File: src/rtl/icr_pkg.sv
// Constants for the interrupt clear register set of the bus controller
package icr_pkg;
	localparam int          ADDR_W          = 32;
	localparam int          DATA_W          = 16;
	localparam int          FLAG_W          = 16;
	localparam int          CAUSE_W         = 16;
	// Register byte addresses
	localparam logic [31:0] ADDR_CLEAR_ALL  = 32'h5000_1540;
	localparam logic [31:0] ADDR_CLR_RX_UND = 32'h5000_1544;
	localparam logic [31:0] ADDR_CLR_RX_OVR = 32'h5000_1548;
	localparam logic [31:0] ADDR_CLR_TX_OVR = 32'h5000_154c;
	localparam logic [31:0] ADDR_CLEAR_READ_REQUEST_READ = 32'h5000_1550;
	localparam logic [31:0] ADDR_CLR_TX_ABT = 32'h5000_1554;
	localparam logic [31:0] ADDR_CLR_RX_DON = 32'h5000_1558;
	localparam logic [31:0] ADDR_CLR_BUSY   = 32'h5000_155c;
	localparam logic [31:0] ADDR_CLR_STOP   = 32'h5000_1560;
	// Raw status bit positions
	localparam int          BIT_RX_UNDER    = 0;
	localparam int          BIT_RX_OVER     = 1;
	localparam int          BIT_RX_FULL     = 2;
	localparam int          BIT_TX_OVER     = 3;
	localparam int          BIT_TX_EMPTY    = 4;
	localparam int          BIT_RD_REQ      = 5;
	localparam int          BIT_TX_ABORT    = 6;
	localparam int          BIT_RX_DONE     = 7;
	localparam int          BIT_BUSY        = 8;
	localparam int          BIT_STOP        = 9;
	localparam int          BIT_START       = 10;
	localparam int          BIT_GEN_CALL    = 11;
	// Cause bit that survives a clear while set
	localparam int          BIT_CAUSE_KEEP  = 9;
	// Flags cleared by software (threshold flags excluded)
	localparam logic [15:0] SW_CLEAR_MASK   = 16'h0feb;
	localparam logic [15:0] FLAGS_RESET     = 16'h0000;
	localparam logic [15:0] CAUSE_RESET     = 16'h0000;
	localparam logic [15:0] READ_ZERO       = 16'h0000;
	// Read decode selection codes
	typedef enum logic [3:0] {
		ICR_SEL_NONE  = 4'h0,
		ICR_SEL_ALL   = 4'h1,
		ICR_SEL_RXU   = 4'h2,
		ICR_SEL_RXO   = 4'h3,
		ICR_SEL_TXO   = 4'h4,
		ICR_SEL_RDQ   = 4'h5,
		ICR_SEL_TXA   = 4'h6,
		ICR_SEL_RXD   = 4'h7,
		ICR_SEL_BUSY  = 4'h8,
		ICR_SEL_STOP  = 4'h9
	} icr_sel_t;
endpackage

File: src/rtl/icr_clear_regs.sv
// Read-to-clear interrupt register set of the second bus controller
// Summary of operation
// RL1: Clear-all read clears flags and cause, keeping set cause bit 9
// RL2: Clear-all spares hardware-cleared threshold flags
// RL3: Underflow clear read resets status bit 0
// RL4: Overflow clear read resets status bit 1
// RL5: Transmit overflow clear resets status bit 3
// RL6: Read-request clear resets status bit 5
// RL7: Abort clear resets bit 6 and cause, keeping set cause bit 9
// RL8: Abort clear read releases flushed transmit FIFO
// RL9: Receive-done clear resets status bit 7
// RL10: Busy clear works only when bus idle
// RL11: Busy flag stays set while bus engaged
// RL12: Hardware clears busy when disabled and idle
// RL13: Busy clear read returns busy flag
// RL14: Transmit FIFO stays flushed until abort clear or clear-all read
// RL15: Stop clear read resets stop-detect flag
// RL16: Status in bit 0, zero above; writes ignored
`timescale 1ns/1ns
module icr_clear_regs #(
	parameter int FLAG_W  = icr_pkg::FLAG_W,
	parameter int CAUSE_W = icr_pkg::CAUSE_W
) (
	input  wire logic               mclk_in,
	input  wire logic               reset_n_in,
	input  wire logic [31:0]        addr_in,
	input  wire logic               read_in,
	input  wire logic               write_in,
	input  wire logic [15:0]        wdata_in,
	output logic      [15:0]        rdata_out,
	input  wire logic [FLAG_W-1:0]  flag_set_in,
	input  wire logic               rx_full_level_in,
	input  wire logic               tx_empty_level_in,
	input  wire logic [CAUSE_W-1:0] abort_cause_set_in,
	input  wire logic               ctrl_enable_in,
	input  wire logic               bus_active_in,
	output logic      [FLAG_W-1:0]  raw_interrupt_status_out,
	output logic      [CAUSE_W-1:0] transmit_abort_cause_out,
	output logic                    combined_irq_out,
	output logic                    tx_fifo_flush_out
);
	icr_pkg::icr_sel_t sel;
	logic [FLAG_W-1:0]  flags;
	logic [FLAG_W-1:0]  spare_flags;
	logic               rx_under_flag;
	logic               rx_over_flag;
	logic               rx_full_flag;
	logic               tx_over_flag;
	logic               tx_empty_flag;
	logic               read_req_flag;
	logic               transmit_abort_flag;
	logic               rx_done_flag;
	logic               bus_busy_flag;
	logic               stop_detected_flag;
	logic               start_seen_flag;
	logic               general_call_flag;
	logic               busy_self_clear;
	logic [FLAG_W-1:0]  clr_mask;
	logic [CAUSE_W-1:0] cause;
	logic [CAUSE_W-1:0] next_cause;
	logic               flush_hold;
	logic               cause_clear;
	logic               busy_idle;
	logic               rd_bit;
	logic               unused_write;

	// Writes to these read-only registers are dropped
	assign unused_write = write_in ^ (|wdata_in);  // RL16

	icr_decode u_decode (
		.addr_in (addr_in),
		.read_in (read_in),
		.sel_out (sel)
	);

	// Single bit mask helper
	function automatic logic [FLAG_W-1:0] bit_of(input int pos);
		logic [FLAG_W-1:0] m;
		m = '0;
		m[pos] = 1'b1;
		return m;
	endfunction

	// Bus idle when neither enabled engine still works
	assign busy_idle = !bus_active_in;

	// Which flags the current read clears
	always_comb begin
		clr_mask = '0;
		cause_clear = 1'b0;
		case (sel)
			icr_pkg::ICR_SEL_ALL: begin
				// Threshold flags are left to hardware
				clr_mask = icr_pkg::SW_CLEAR_MASK[FLAG_W-1:0];  // RL1 RL2
				if (!busy_idle)
					clr_mask[icr_pkg::BIT_BUSY] = 1'b0;  // RL11
				cause_clear = 1'b1;  // RL1
			end
			icr_pkg::ICR_SEL_RXU:
				clr_mask = bit_of(icr_pkg::BIT_RX_UNDER);  // RL3
			icr_pkg::ICR_SEL_RXO:
				clr_mask = bit_of(icr_pkg::BIT_RX_OVER);  // RL4
			icr_pkg::ICR_SEL_TXO:
				clr_mask = bit_of(icr_pkg::BIT_TX_OVER);  // RL5
			icr_pkg::ICR_SEL_RDQ:
				clr_mask = bit_of(icr_pkg::BIT_RD_REQ);  // RL6
			icr_pkg::ICR_SEL_TXA: begin
				clr_mask = bit_of(icr_pkg::BIT_TX_ABORT);  // RL7
				cause_clear = 1'b1;  // RL7
			end
			icr_pkg::ICR_SEL_RXD:
				clr_mask = bit_of(icr_pkg::BIT_RX_DONE);  // RL9
			icr_pkg::ICR_SEL_BUSY: begin
				// Ignored while still engaged on the bus
				if (busy_idle)
					clr_mask = bit_of(icr_pkg::BIT_BUSY);  // RL10 RL11
			end
			icr_pkg::ICR_SEL_STOP:
				clr_mask = bit_of(icr_pkg::BIT_STOP);  // RL15
			default:
				clr_mask = '0;
		endcase
	end

	// Set wins over a clear that lands in the same cycle
	function automatic logic flag_next(input logic cur, input logic hw_set,
		input logic sw_clr);
		return hw_set | (cur & ~sw_clr);
	endfunction

	// Positions owned by the named flags; the rest only latch
	function automatic logic [FLAG_W-1:0] named_mask();
		logic [FLAG_W-1:0] m;
		m = '0;
		for (int i = 0; i <= icr_pkg::BIT_GEN_CALL; i++) begin
			m[i] = 1'b1;
		end
		return m;
	endfunction
	localparam logic [FLAG_W-1:0] SPARE_MASK = ~named_mask();

	// Receive underflow, cleared by its own read or clear-all
	always_ff @(posedge mclk_in or negedge reset_n_in) begin
		if (!reset_n_in)
			rx_under_flag <=
				icr_pkg::FLAGS_RESET[icr_pkg::BIT_RX_UNDER];
		else
			rx_under_flag <= flag_next(rx_under_flag,
				flag_set_in[icr_pkg::BIT_RX_UNDER],
				clr_mask[icr_pkg::BIT_RX_UNDER]);  // RL3
	end

	// Receive overflow, cleared by its own read or clear-all
	always_ff @(posedge mclk_in or negedge reset_n_in) begin
		if (!reset_n_in)
			rx_over_flag <=
				icr_pkg::FLAGS_RESET[icr_pkg::BIT_RX_OVER];
		else
			rx_over_flag <= flag_next(rx_over_flag,
				flag_set_in[icr_pkg::BIT_RX_OVER],
				clr_mask[icr_pkg::BIT_RX_OVER]);  // RL4
	end

	// Transmit overflow, cleared by its own read or clear-all
	always_ff @(posedge mclk_in or negedge reset_n_in) begin
		if (!reset_n_in)
			tx_over_flag <=
				icr_pkg::FLAGS_RESET[icr_pkg::BIT_TX_OVER];
		else
			tx_over_flag <= flag_next(tx_over_flag,
				flag_set_in[icr_pkg::BIT_TX_OVER],
				clr_mask[icr_pkg::BIT_TX_OVER]);  // RL5
	end

	// Slave read request; the bus waits until software serves it
	always_ff @(posedge mclk_in or negedge reset_n_in) begin
		if (!reset_n_in)
			read_req_flag <=
				icr_pkg::FLAGS_RESET[icr_pkg::BIT_RD_REQ];
		else
			read_req_flag <= flag_next(read_req_flag,
				flag_set_in[icr_pkg::BIT_RD_REQ],
				clr_mask[icr_pkg::BIT_RD_REQ]);  // RL6
	end

	// Transmit abort, cleared by the abort read or clear-all
	always_ff @(posedge mclk_in or negedge reset_n_in) begin
		if (!reset_n_in)
			transmit_abort_flag <=
				icr_pkg::FLAGS_RESET[icr_pkg::BIT_TX_ABORT];
		else
			transmit_abort_flag <= flag_next(transmit_abort_flag,
				flag_set_in[icr_pkg::BIT_TX_ABORT],
				clr_mask[icr_pkg::BIT_TX_ABORT]);  // RL7
	end

	// Receive done, cleared by its own read or clear-all
	always_ff @(posedge mclk_in or negedge reset_n_in) begin
		if (!reset_n_in)
			rx_done_flag <=
				icr_pkg::FLAGS_RESET[icr_pkg::BIT_RX_DONE];
		else
			rx_done_flag <= flag_next(rx_done_flag,
				flag_set_in[icr_pkg::BIT_RX_DONE],
				clr_mask[icr_pkg::BIT_RX_DONE]);  // RL9
	end

	// Stop detected, cleared by its own read or clear-all
	always_ff @(posedge mclk_in or negedge reset_n_in) begin
		if (!reset_n_in)
			stop_detected_flag <=
				icr_pkg::FLAGS_RESET[icr_pkg::BIT_STOP];
		else
			stop_detected_flag <= flag_next(stop_detected_flag,
				flag_set_in[icr_pkg::BIT_STOP],
				clr_mask[icr_pkg::BIT_STOP]);  // RL15
	end

	// Start seen; its own clear register lies outside this set
	always_ff @(posedge mclk_in or negedge reset_n_in) begin
		if (!reset_n_in)
			start_seen_flag <=
				icr_pkg::FLAGS_RESET[icr_pkg::BIT_START];
		else
			start_seen_flag <= flag_next(start_seen_flag,
				flag_set_in[icr_pkg::BIT_START],
				clr_mask[icr_pkg::BIT_START]);  // RL1
	end

	// General call; only clear-all reaches it from here
	always_ff @(posedge mclk_in or negedge reset_n_in) begin
		if (!reset_n_in)
			general_call_flag <=
				icr_pkg::FLAGS_RESET[icr_pkg::BIT_GEN_CALL];
		else
			general_call_flag <= flag_next(general_call_flag,
				flag_set_in[icr_pkg::BIT_GEN_CALL],
				clr_mask[icr_pkg::BIT_GEN_CALL]);  // RL1
	end

	// Receive threshold flag follows its level; no read clears it
	always_ff @(posedge mclk_in or negedge reset_n_in) begin
		if (!reset_n_in)
			rx_full_flag <=
				icr_pkg::FLAGS_RESET[icr_pkg::BIT_RX_FULL];
		else
			rx_full_flag <= rx_full_level_in;  // RL2
	end

	// Transmit threshold flag follows its level; no read clears it
	always_ff @(posedge mclk_in or negedge reset_n_in) begin
		if (!reset_n_in)
			tx_empty_flag <=
				icr_pkg::FLAGS_RESET[icr_pkg::BIT_TX_EMPTY];
		else
			tx_empty_flag <= tx_empty_level_in;  // RL2
	end

	// Busy self-clears once disabled and idle; a set still wins
	assign busy_self_clear = !ctrl_enable_in && busy_idle;  // RL12
	always_ff @(posedge mclk_in or negedge reset_n_in) begin
		if (!reset_n_in)
			bus_busy_flag <=
				icr_pkg::FLAGS_RESET[icr_pkg::BIT_BUSY];
		else
			bus_busy_flag <= flag_next(bus_busy_flag,
				flag_set_in[icr_pkg::BIT_BUSY],
				clr_mask[icr_pkg::BIT_BUSY] | busy_self_clear);  // RL12
	end

	// Unnamed upper flags only latch; no register clears them
	always_ff @(posedge mclk_in or negedge reset_n_in) begin
		if (!reset_n_in)
			spare_flags <= icr_pkg::FLAGS_RESET[FLAG_W-1:0] & SPARE_MASK;
		else
			spare_flags <= (spare_flags | flag_set_in) & SPARE_MASK;
	end

	// Raw status word gathered from the per-flag flops
	always_comb begin
		flags = spare_flags;
		flags[icr_pkg::BIT_RX_UNDER] = rx_under_flag;
		flags[icr_pkg::BIT_RX_OVER]  = rx_over_flag;
		flags[icr_pkg::BIT_RX_FULL]  = rx_full_flag;
		flags[icr_pkg::BIT_TX_OVER]  = tx_over_flag;
		flags[icr_pkg::BIT_TX_EMPTY] = tx_empty_flag;
		flags[icr_pkg::BIT_RD_REQ]   = read_req_flag;
		flags[icr_pkg::BIT_TX_ABORT] = transmit_abort_flag;
		flags[icr_pkg::BIT_RX_DONE]  = rx_done_flag;
		flags[icr_pkg::BIT_BUSY]     = bus_busy_flag;
		flags[icr_pkg::BIT_STOP]     = stop_detected_flag;
		flags[icr_pkg::BIT_START]    = start_seen_flag;
		flags[icr_pkg::BIT_GEN_CALL] = general_call_flag;
	end

	// Cause clear keeps the protected bit while it is set
	always_comb begin
		next_cause = cause;
		if (cause_clear) begin
			next_cause = '0;  // RL1 RL7
			next_cause[icr_pkg::BIT_CAUSE_KEEP] =
				cause[icr_pkg::BIT_CAUSE_KEEP];  // RL7
		end
		next_cause = next_cause | abort_cause_set_in;
	end

	// Abort cause flops
	always_ff @(posedge mclk_in or negedge reset_n_in) begin
		if (!reset_n_in)
			cause <= icr_pkg::CAUSE_RESET[CAUSE_W-1:0];
		else
			cause <= next_cause;
	end

	// Flush held from abort until the abort clear or clear-all read
	always_ff @(posedge mclk_in or negedge reset_n_in) begin
		if (!reset_n_in)
			flush_hold <= 1'b0;
		else if (flag_set_in[icr_pkg::BIT_TX_ABORT])
			flush_hold <= 1'b1;  // RL14
		else if (sel == icr_pkg::ICR_SEL_TXA || sel == icr_pkg::ICR_SEL_ALL)
			flush_hold <= 1'b0;  // RL8
	end

	// Value returned in bit 0 for the selected register
	always_comb begin
		case (sel)
			icr_pkg::ICR_SEL_ALL:  rd_bit = |(flags & ~bit_of(
				icr_pkg::BIT_RX_FULL) & ~bit_of(icr_pkg::BIT_TX_EMPTY));
			icr_pkg::ICR_SEL_RXU:  rd_bit = flags[icr_pkg::BIT_RX_UNDER];
			icr_pkg::ICR_SEL_RXO:  rd_bit = flags[icr_pkg::BIT_RX_OVER];
			icr_pkg::ICR_SEL_TXO:  rd_bit = flags[icr_pkg::BIT_TX_OVER];
			icr_pkg::ICR_SEL_RDQ:  rd_bit = flags[icr_pkg::BIT_RD_REQ];
			icr_pkg::ICR_SEL_TXA:  rd_bit = flags[icr_pkg::BIT_TX_ABORT];
			icr_pkg::ICR_SEL_RXD:  rd_bit = flags[icr_pkg::BIT_RX_DONE];
			icr_pkg::ICR_SEL_BUSY: rd_bit = flags[icr_pkg::BIT_BUSY];  // RL13
			icr_pkg::ICR_SEL_STOP: rd_bit = flags[icr_pkg::BIT_STOP];
			default:               rd_bit = 1'b0;
		endcase
	end

	// Read data registered; upper bits always zero
	always_ff @(posedge mclk_in or negedge reset_n_in) begin
		if (!reset_n_in)
			rdata_out <= icr_pkg::READ_ZERO;
		else
			rdata_out <= {15'h0000, rd_bit};  // RL16
	end

	// Combined output is any raw status flag, level-following threshold flags included
	assign combined_irq_out         = |flags;
	assign raw_interrupt_status_out = flags;
	assign transmit_abort_cause_out = cause;
	assign tx_fifo_flush_out        = flush_hold | ~ctrl_enable_in;
endmodule

File: src/rtl/icr_decode.sv
// Address decoder for the clear register set
`timescale 1ns/1ns
module icr_decode (
	input  wire logic [31:0]       addr_in,
	input  wire logic              read_in,
	output icr_pkg::icr_sel_t      sel_out
);
	// Only reads select; writes never reach the clear logic
	always_comb begin
		sel_out = icr_pkg::ICR_SEL_NONE;
		if (read_in) begin
			case (addr_in)
				icr_pkg::ADDR_CLEAR_ALL:  sel_out = icr_pkg::ICR_SEL_ALL;
				icr_pkg::ADDR_CLR_RX_UND: sel_out = icr_pkg::ICR_SEL_RXU;
				icr_pkg::ADDR_CLR_RX_OVR: sel_out = icr_pkg::ICR_SEL_RXO;
				icr_pkg::ADDR_CLR_TX_OVR: sel_out = icr_pkg::ICR_SEL_TXO;
				icr_pkg::ADDR_CLEAR_READ_REQUEST_READ: sel_out = icr_pkg::ICR_SEL_RDQ;
				icr_pkg::ADDR_CLR_TX_ABT: sel_out = icr_pkg::ICR_SEL_TXA;
				icr_pkg::ADDR_CLR_RX_DON: sel_out = icr_pkg::ICR_SEL_RXD;
				icr_pkg::ADDR_CLR_BUSY:   sel_out = icr_pkg::ICR_SEL_BUSY;
				icr_pkg::ADDR_CLR_STOP:   sel_out = icr_pkg::ICR_SEL_STOP;
				default:                  sel_out = icr_pkg::ICR_SEL_NONE;
			endcase
		end
	end
endmodule

File: config.mk
export PLATFORM = sky130hd
export DESIGN_NAME = icr_clear_regs
export DESIGN_NICKNAME = d
export VERILOG_FILES = /design/src/rtl/icr_pkg.sv /design/src/rtl/icr_clear_regs.sv /design/src/rtl/icr_decode.sv
export SDC_FILE = /design/constraint.sdc
export NUM_CORES = 1
export LEC_CHECK = 0
export ABC_AREA = 0
export BUFFER_PORTS_ARGS = -buffer_cell sky130_fd_sc_hd__clkbuf_2
export CAP_MARGIN = 20
export CELL_PAD_IN_SITES_DETAIL_PLACEMENT = 0
export CELL_PAD_IN_SITES_GLOBAL_PLACEMENT = 1
export CORE_ASPECT_RATIO = 1.4
export CORE_MARGIN = 3
export CORE_UTILIZATION = 28
export DETAILED_ROUTE_END_ITERATION = 6
export PLACE_DENSITY_LB_ADDON = 0.15
export SYNTH_ARGS = -nofsm -noshare
export SYNTH_HDL_FRONTEND = slang
export SYNTH_HIERARCHICAL = 1
export SYNTH_SLANG_ARGS = --single-unit
File: constraint.sdc
create_clock -name mclk_in -period 1.25 [get_ports mclk_in]
set_input_delay 0.0625 -clock mclk_in [delete_from_list [all_inputs] [get_ports mclk_in]]
set_output_delay 0.0625 -clock mclk_in [all_outputs]
set_load 0.05 [all_outputs]
Word level (Yosys, flattened, before mapping)
Cells that the tools add are included.
- logic and storage cells: 87
- register bits after elaboration: 34
- bitwise operators: 35
- reduce and logical (&&, ||, !) cells: 8
- muxes and demuxes: 10
- eq/ne operators: 18
- operators by type and width (operator ; number):
    32-bit by 31-bit == test with 1-bit output (second input constant) ; 9
    12-bit one-hot mux with 9 select lines ; 1
    4-bit one-hot mux with 9 select lines ; 1
    16-bit bitwise OR ; 2
    4-bit by 3-bit == test with 1-bit output (second input constant) ; 4
    16-bit two-way mux ; 1
    16-bit OR reduction ; 1
    14-bit OR reduction ; 1
    1-bit bitwise OR ; 12
    1-bit inverter ; 11
    1-bit AND ; 10
    9-bit two-way mux ; 1
    1-bit one-hot mux with 9 select lines ; 1
    4-bit by 2-bit == test with 1-bit output (second input constant) ; 2
    4-bit == test (second input constant) ; 2
    4-bit by 1-bit == test with 1-bit output (second input constant) ; 1
    1-bit two-way mux ; 4
    4-bit two-way mux ; 1
    1-bit logical NOT ; 2
    2-bit nonzero test ; 1
    2-bit OR reduction ; 1
    1-bit logical AND ; 1
    1-bit logical OR ; 1

Longest topological paths before layout
- word-level depth: 9
- depth in mapped cells: 9
- mapped depth without buffers: 6

By module
The synthesis kept the hierarchy.
- modules (own cells, without submodules) (module ; instances ; cells each ; seq. area each (sq um) ; area an instance (sq um)):
    icr_clear_regs ; 1 ; 134 ; 850.8 ; 1591.5
    icr_decode ; 1 ; 21 ; 0.0 ; 188.9

Least setup slack after synthesis
No wires, ideal clock.
- path type: input-to-reg
- start: in addr_in[15]
- end: reg cause[10] (netlist: transmit_abort_cause_out[10])
- slack: -0.724 ns
- setup time: 0.118 ns
- data arrival time: 1.856 ns
- buffers on the path: 2
- stages on the path: 8
- cells stage by stage: nor4b_2 -> nand4_2 -> nor4b_2 -> or3b_4 -> a21o_1 -> buf_6 -> buf_8 -> a21o_1
- longest elaborated chain between the ends: 8
- elaborated cells on any way between the ends: 17
- those cells by class: eq/ne (11); mux (4); bitwise (1); reduce/logical (1)
- ends and longest elaborated chain (what ; RTL line ; source):
    start, declared ; icr_clear_regs.sv:26 ; input wire logic [31:0] addr_in,
    32-bit by 31-bit == test with 1-bit output ; icr_decode.sv:12 ; case (addr_in)
    4-bit one-hot mux with 9 select lines * ; icr_decode.sv:12 ;
    4-bit two-way mux * ; icr_decode.sv:11 ; if (read_in) begin
    via sel[0] ; icr_clear_regs.sv:42 ; icr_pkg::icr_sel_t sel;
    4-bit by 3-bit == test with 1-bit output / 4-bit by 1-bit == test with 1-bit output (equally long branches) ; icr_clear_regs.sv:91 ; case (sel)
    2-bit OR reduction (no source line) * ; -- ;
    1-bit two-way mux * ; icr_clear_regs.sv:91 ;
    16-bit two-way mux * ; icr_clear_regs.sv:299 ; if (cause_clear) begin
    16-bit bitwise OR * ; icr_clear_regs.sv:304 ; next_cause = next_cause | abort_cause_set_in;
    via next_cause[10] ; icr_clear_regs.sv:60 ; logic [CAUSE_W-1:0] next_cause;
    end signal, assigned ; icr_clear_regs.sv:310 ; cause <= icr_pkg::CAUSE_RESET[CAUSE_W-1:0];
    end signal, assigned ; icr_clear_regs.sv:312 ; cause <= next_cause;
    end, declared ; icr_clear_regs.sv:59 ; logic [CAUSE_W-1:0] cause;
Mark *: on every way through the listed nets, which the timed path passes. The rest lies on a longest branch.
A chain may end at the register's enable or synchronous reset.

Final worst setup path
- start: reg stop_detected_flag
- end: out combined_irq_out
- longest elaborated chain between the ends: 1
- ends and longest elaborated chain (what ; RTL line ; source):
    start, declared ; icr_clear_regs.sv:54 ; logic stop_detected_flag;
    start signal, assigned ; icr_clear_regs.sv:211 ; stop_detected_flag <=
    start signal, assigned ; icr_clear_regs.sv:214 ; stop_detected_flag <= flag_next(stop_detected_flag,
    16-bit OR reduction ; icr_clear_regs.sv:351 ; assign combined_irq_out = |flags;
    end, declared ; icr_clear_regs.sv:39 ; output logic combined_irq_out,
Every way passes these cells.

==> summary.txt <==
Floorplan
  – Die ar.: between 7000 and 8000 um^2
  – Row cnt: 33
  – Die height: ~100 um
  – Num ports: roughly 140
  – Initial Utilization: 0.295
  – Die Width: between 70 and 80 um
  – Core area: 6030 um^2

Global route
  – All-Layer GR Usage: 0.135
  – Vias in the first global route: roughly 1800
  – Initial antenna violation count: 0
  – Total gr overflow: 0
  – Largest net degree at the start of global routing: 35
  – First-pass GRT wire length: about 8000 um

Clocking
  – Clk sink count: 34
  – Clk slew on worst S/H paths: roughly 0.07 ns
  – CTS Buffer Depth: 2
  – CTS Buf Count: 5
  – Insertion delay to the later sink of the worst-skew pair: approximately 0.28 ns
  – Clk root buf: clkbuf_8
  – H-tree depth: 2
  – CTS tree: yes

Finish
  – Layout Nets: 404
  – Final core area utilization: 0.518
  – Cell area after layout: approximately 3100 um^2
  – Most common cell after layout, fill and taps aside: clkbuf_2
  – FILL cells: about 560
  – Antenna cells: 0
  – Most frequent cells in the layout: clkbuf_2 (100), dlygate4sd3_1 (34), dfrtp_1 (30)
  – Share of cells above drive strength 1: 0.585
  – Area growth, synth to finish: 75.4%
  – Max reg flops: 16

Critical path
  – Critical Path Start: stop_detected_flag
  – Worst Setup EP: combined_irq_out
  – Class of the most critical setup path: reg -> out
  – Critical R2R Launch: stop_detected_flag
  – Worst Path Arrival: roughly 1.8 ns
  – Crit start category: flop
  – R2R Setup Slk: -0.02 ns
  – Levels on crit path: 5
  – WP buf/inv: 2
  – Top delay family on crit path: simple AND/OR/NAND/NOR gates
  – Worst Setup End Kind: output pin
  – Reg2reg path depth: 4
  – Worst-path maximum fanout: 2
  – Crit-path slowest cell: dfrtp_1
  – R2r endpoint: rdata_out[0]
  – CP required: approximately 1.2 ns
  – Crit-path cells: nor4_4, buf_4, nand4_1, or3_4, buf_8
  – Slowest stage delay, CP: just over 0.4 ns

Drt
  – Post-route ant nets: 0
  – Drt total wl: ~4900 um
  – Vias per inst: between 4 and 5
  – Post-detailed-route wirelength per cell: ~13 um
  – First-pass DRT Iterations: 4
  – Detailed-route via count: 1720
  – DRC: 0
  – Starting DRT DRC Count: 7

Timing
  – FMAX: 547 MHz
  – Crit path time final: ~1.8 ns
  – Worst hold margin: 0.0506 ns
  – Hold Fails Final Rpt: 0
  – Period utilisation layout: 1.46
  – Count of pins over their slew limit: 0
  – RSZ-0062 raised after global routing: yes
  – Setup Viol. Count Final: 28
  – TNS Setup: -11.69 ns
  – Clock skew: slightly below 0.009 ns
  – Worst setup margin: -0.579 ns

Place
  – HPWL after detailed placement: roughly 3600 um
  – Final GP Congestion: around 0.72
  – Pre-CTS setup slack: -0.776 ns
  – Placed inst area: between 2000 and 2500 um^2
  – # port buffers: roughly 100

Synth
  – Mean Syn Cell Area: roughly 11 um^2
  – Post-synthesis instance total: 155
  – Cell variety after synth: 38
  – Seq/Total Area, Yosys: 0.478
  – Mapped Area: 1780 um^2
  – Ys async rst share: 1.00
  – Number of synthesized flops with an enable pin: 0
  – Yosys reg bits: 34
  – Ys flop type: dfrtp_1
  – Synth warn: 6

Pwr
  – P per Cell Area: approximately 740 nW/um^2
  – Worst VDD drop: 0.000668 V
  – Pleak: 1.39 nW

Hold path
  – Tightest Hold Check Type: in -> reg

Run
  – Maxcap violations: 0

Status
  – Outcome: finished with violations
  – Failing checks: setup timing
## worst min path at each step
stage,start,end,slack [ns],depth (start not counted)
after CTS,ctrl_enable_in,bus_busy_flag,0.05,3
final,ctrl_enable_in,bus_busy_flag,0.05,3
after detailed placement,reset_n_in,rx_full_flag,0.12,2
after global placement,reset_n_in,tx_empty_flag,0.12,2
after global routing,ctrl_enable_in,bus_busy_flag,0.05,3
after floorplan,reset_n_in,bus_busy_flag,-0.23,0
## cell type report
class                   instances  area (um^2)  area share
repair buffers                173         1230       0.395
well taps                      70         87.6      0.0280
clock buffers                   7         86.3      0.0276
multi-input cells             102          860       0.275
flip-flops and latches         34          856       0.274
## metrics by stage
step / cells / power [mW]
floorplan: 169 / 1.32
global placement: 338 / 1.44
detailed placement: 338 / 1.44
CTS: 384 / 2.35
global route: 386 / 2.44
finish: 386 / 2.32
## synthesized netlist by cell type, types with 3 or more instances
library cell,instances,area share
nor4_1,7,0.025
xnor2_1,3,0.015
xor2_1,3,0.015
a21o_1,18,0.076
nand2_1,7,0.015
nand3b_1,3,0.013
a21o_2,8,0.039
dfrtp_1,34,0.48
nor2_1,4,0.0084
nor4b_2,3,0.025
buf_4,27,0.11
or2_2,5,0.018
## power by group
part	internal [mW]	leakage [nW]	switching (mW)
Sequential	1.11	0.308	0.00364
Clock	0.437	0.0443	0.372
Combinational	0.183	1.03	0.220
## worst min-delay path, cell delays in order
cell and delay (ns):
clkbuf_2 0.10, o311ai_1 0.09, nand2_1 0.05
## what timing repair did
| action | CTS | global route |
|---|---|---|
| setup endpoints to repair | 28 | 28 |
| pin swaps | 18 | 28 |
| buffers inserted | 5 | 2 |
| endpoints found under the hold margin | 67 | 0 |
| cloned | 0 | 2 |
| hold buffers | 34 | 0 |
| resized for setup | 23 | 12 |
## layer usage
metal  share of wire  vias up  global-route usage
li1                -      833                   -
met5               0        -                   0
met4           0.015        0              0.0530
met3           0.084        6              0.0341
met1            0.37      798               0.149
met2            0.53       83               0.241
## cell families after synthesis
kind of cell	after synthesis	share of synthesized area
AO/OA/AOI/OAI	33	0.143
XOR/XNOR	6	0.0295
buffers and inverters	33	0.142
flip-flops	34	0.478
multiplexers	4	0.0239
other	1	0.00211
AND/OR/NAND/NOR	44	0.181
Power figures use the tool's default switching activity.
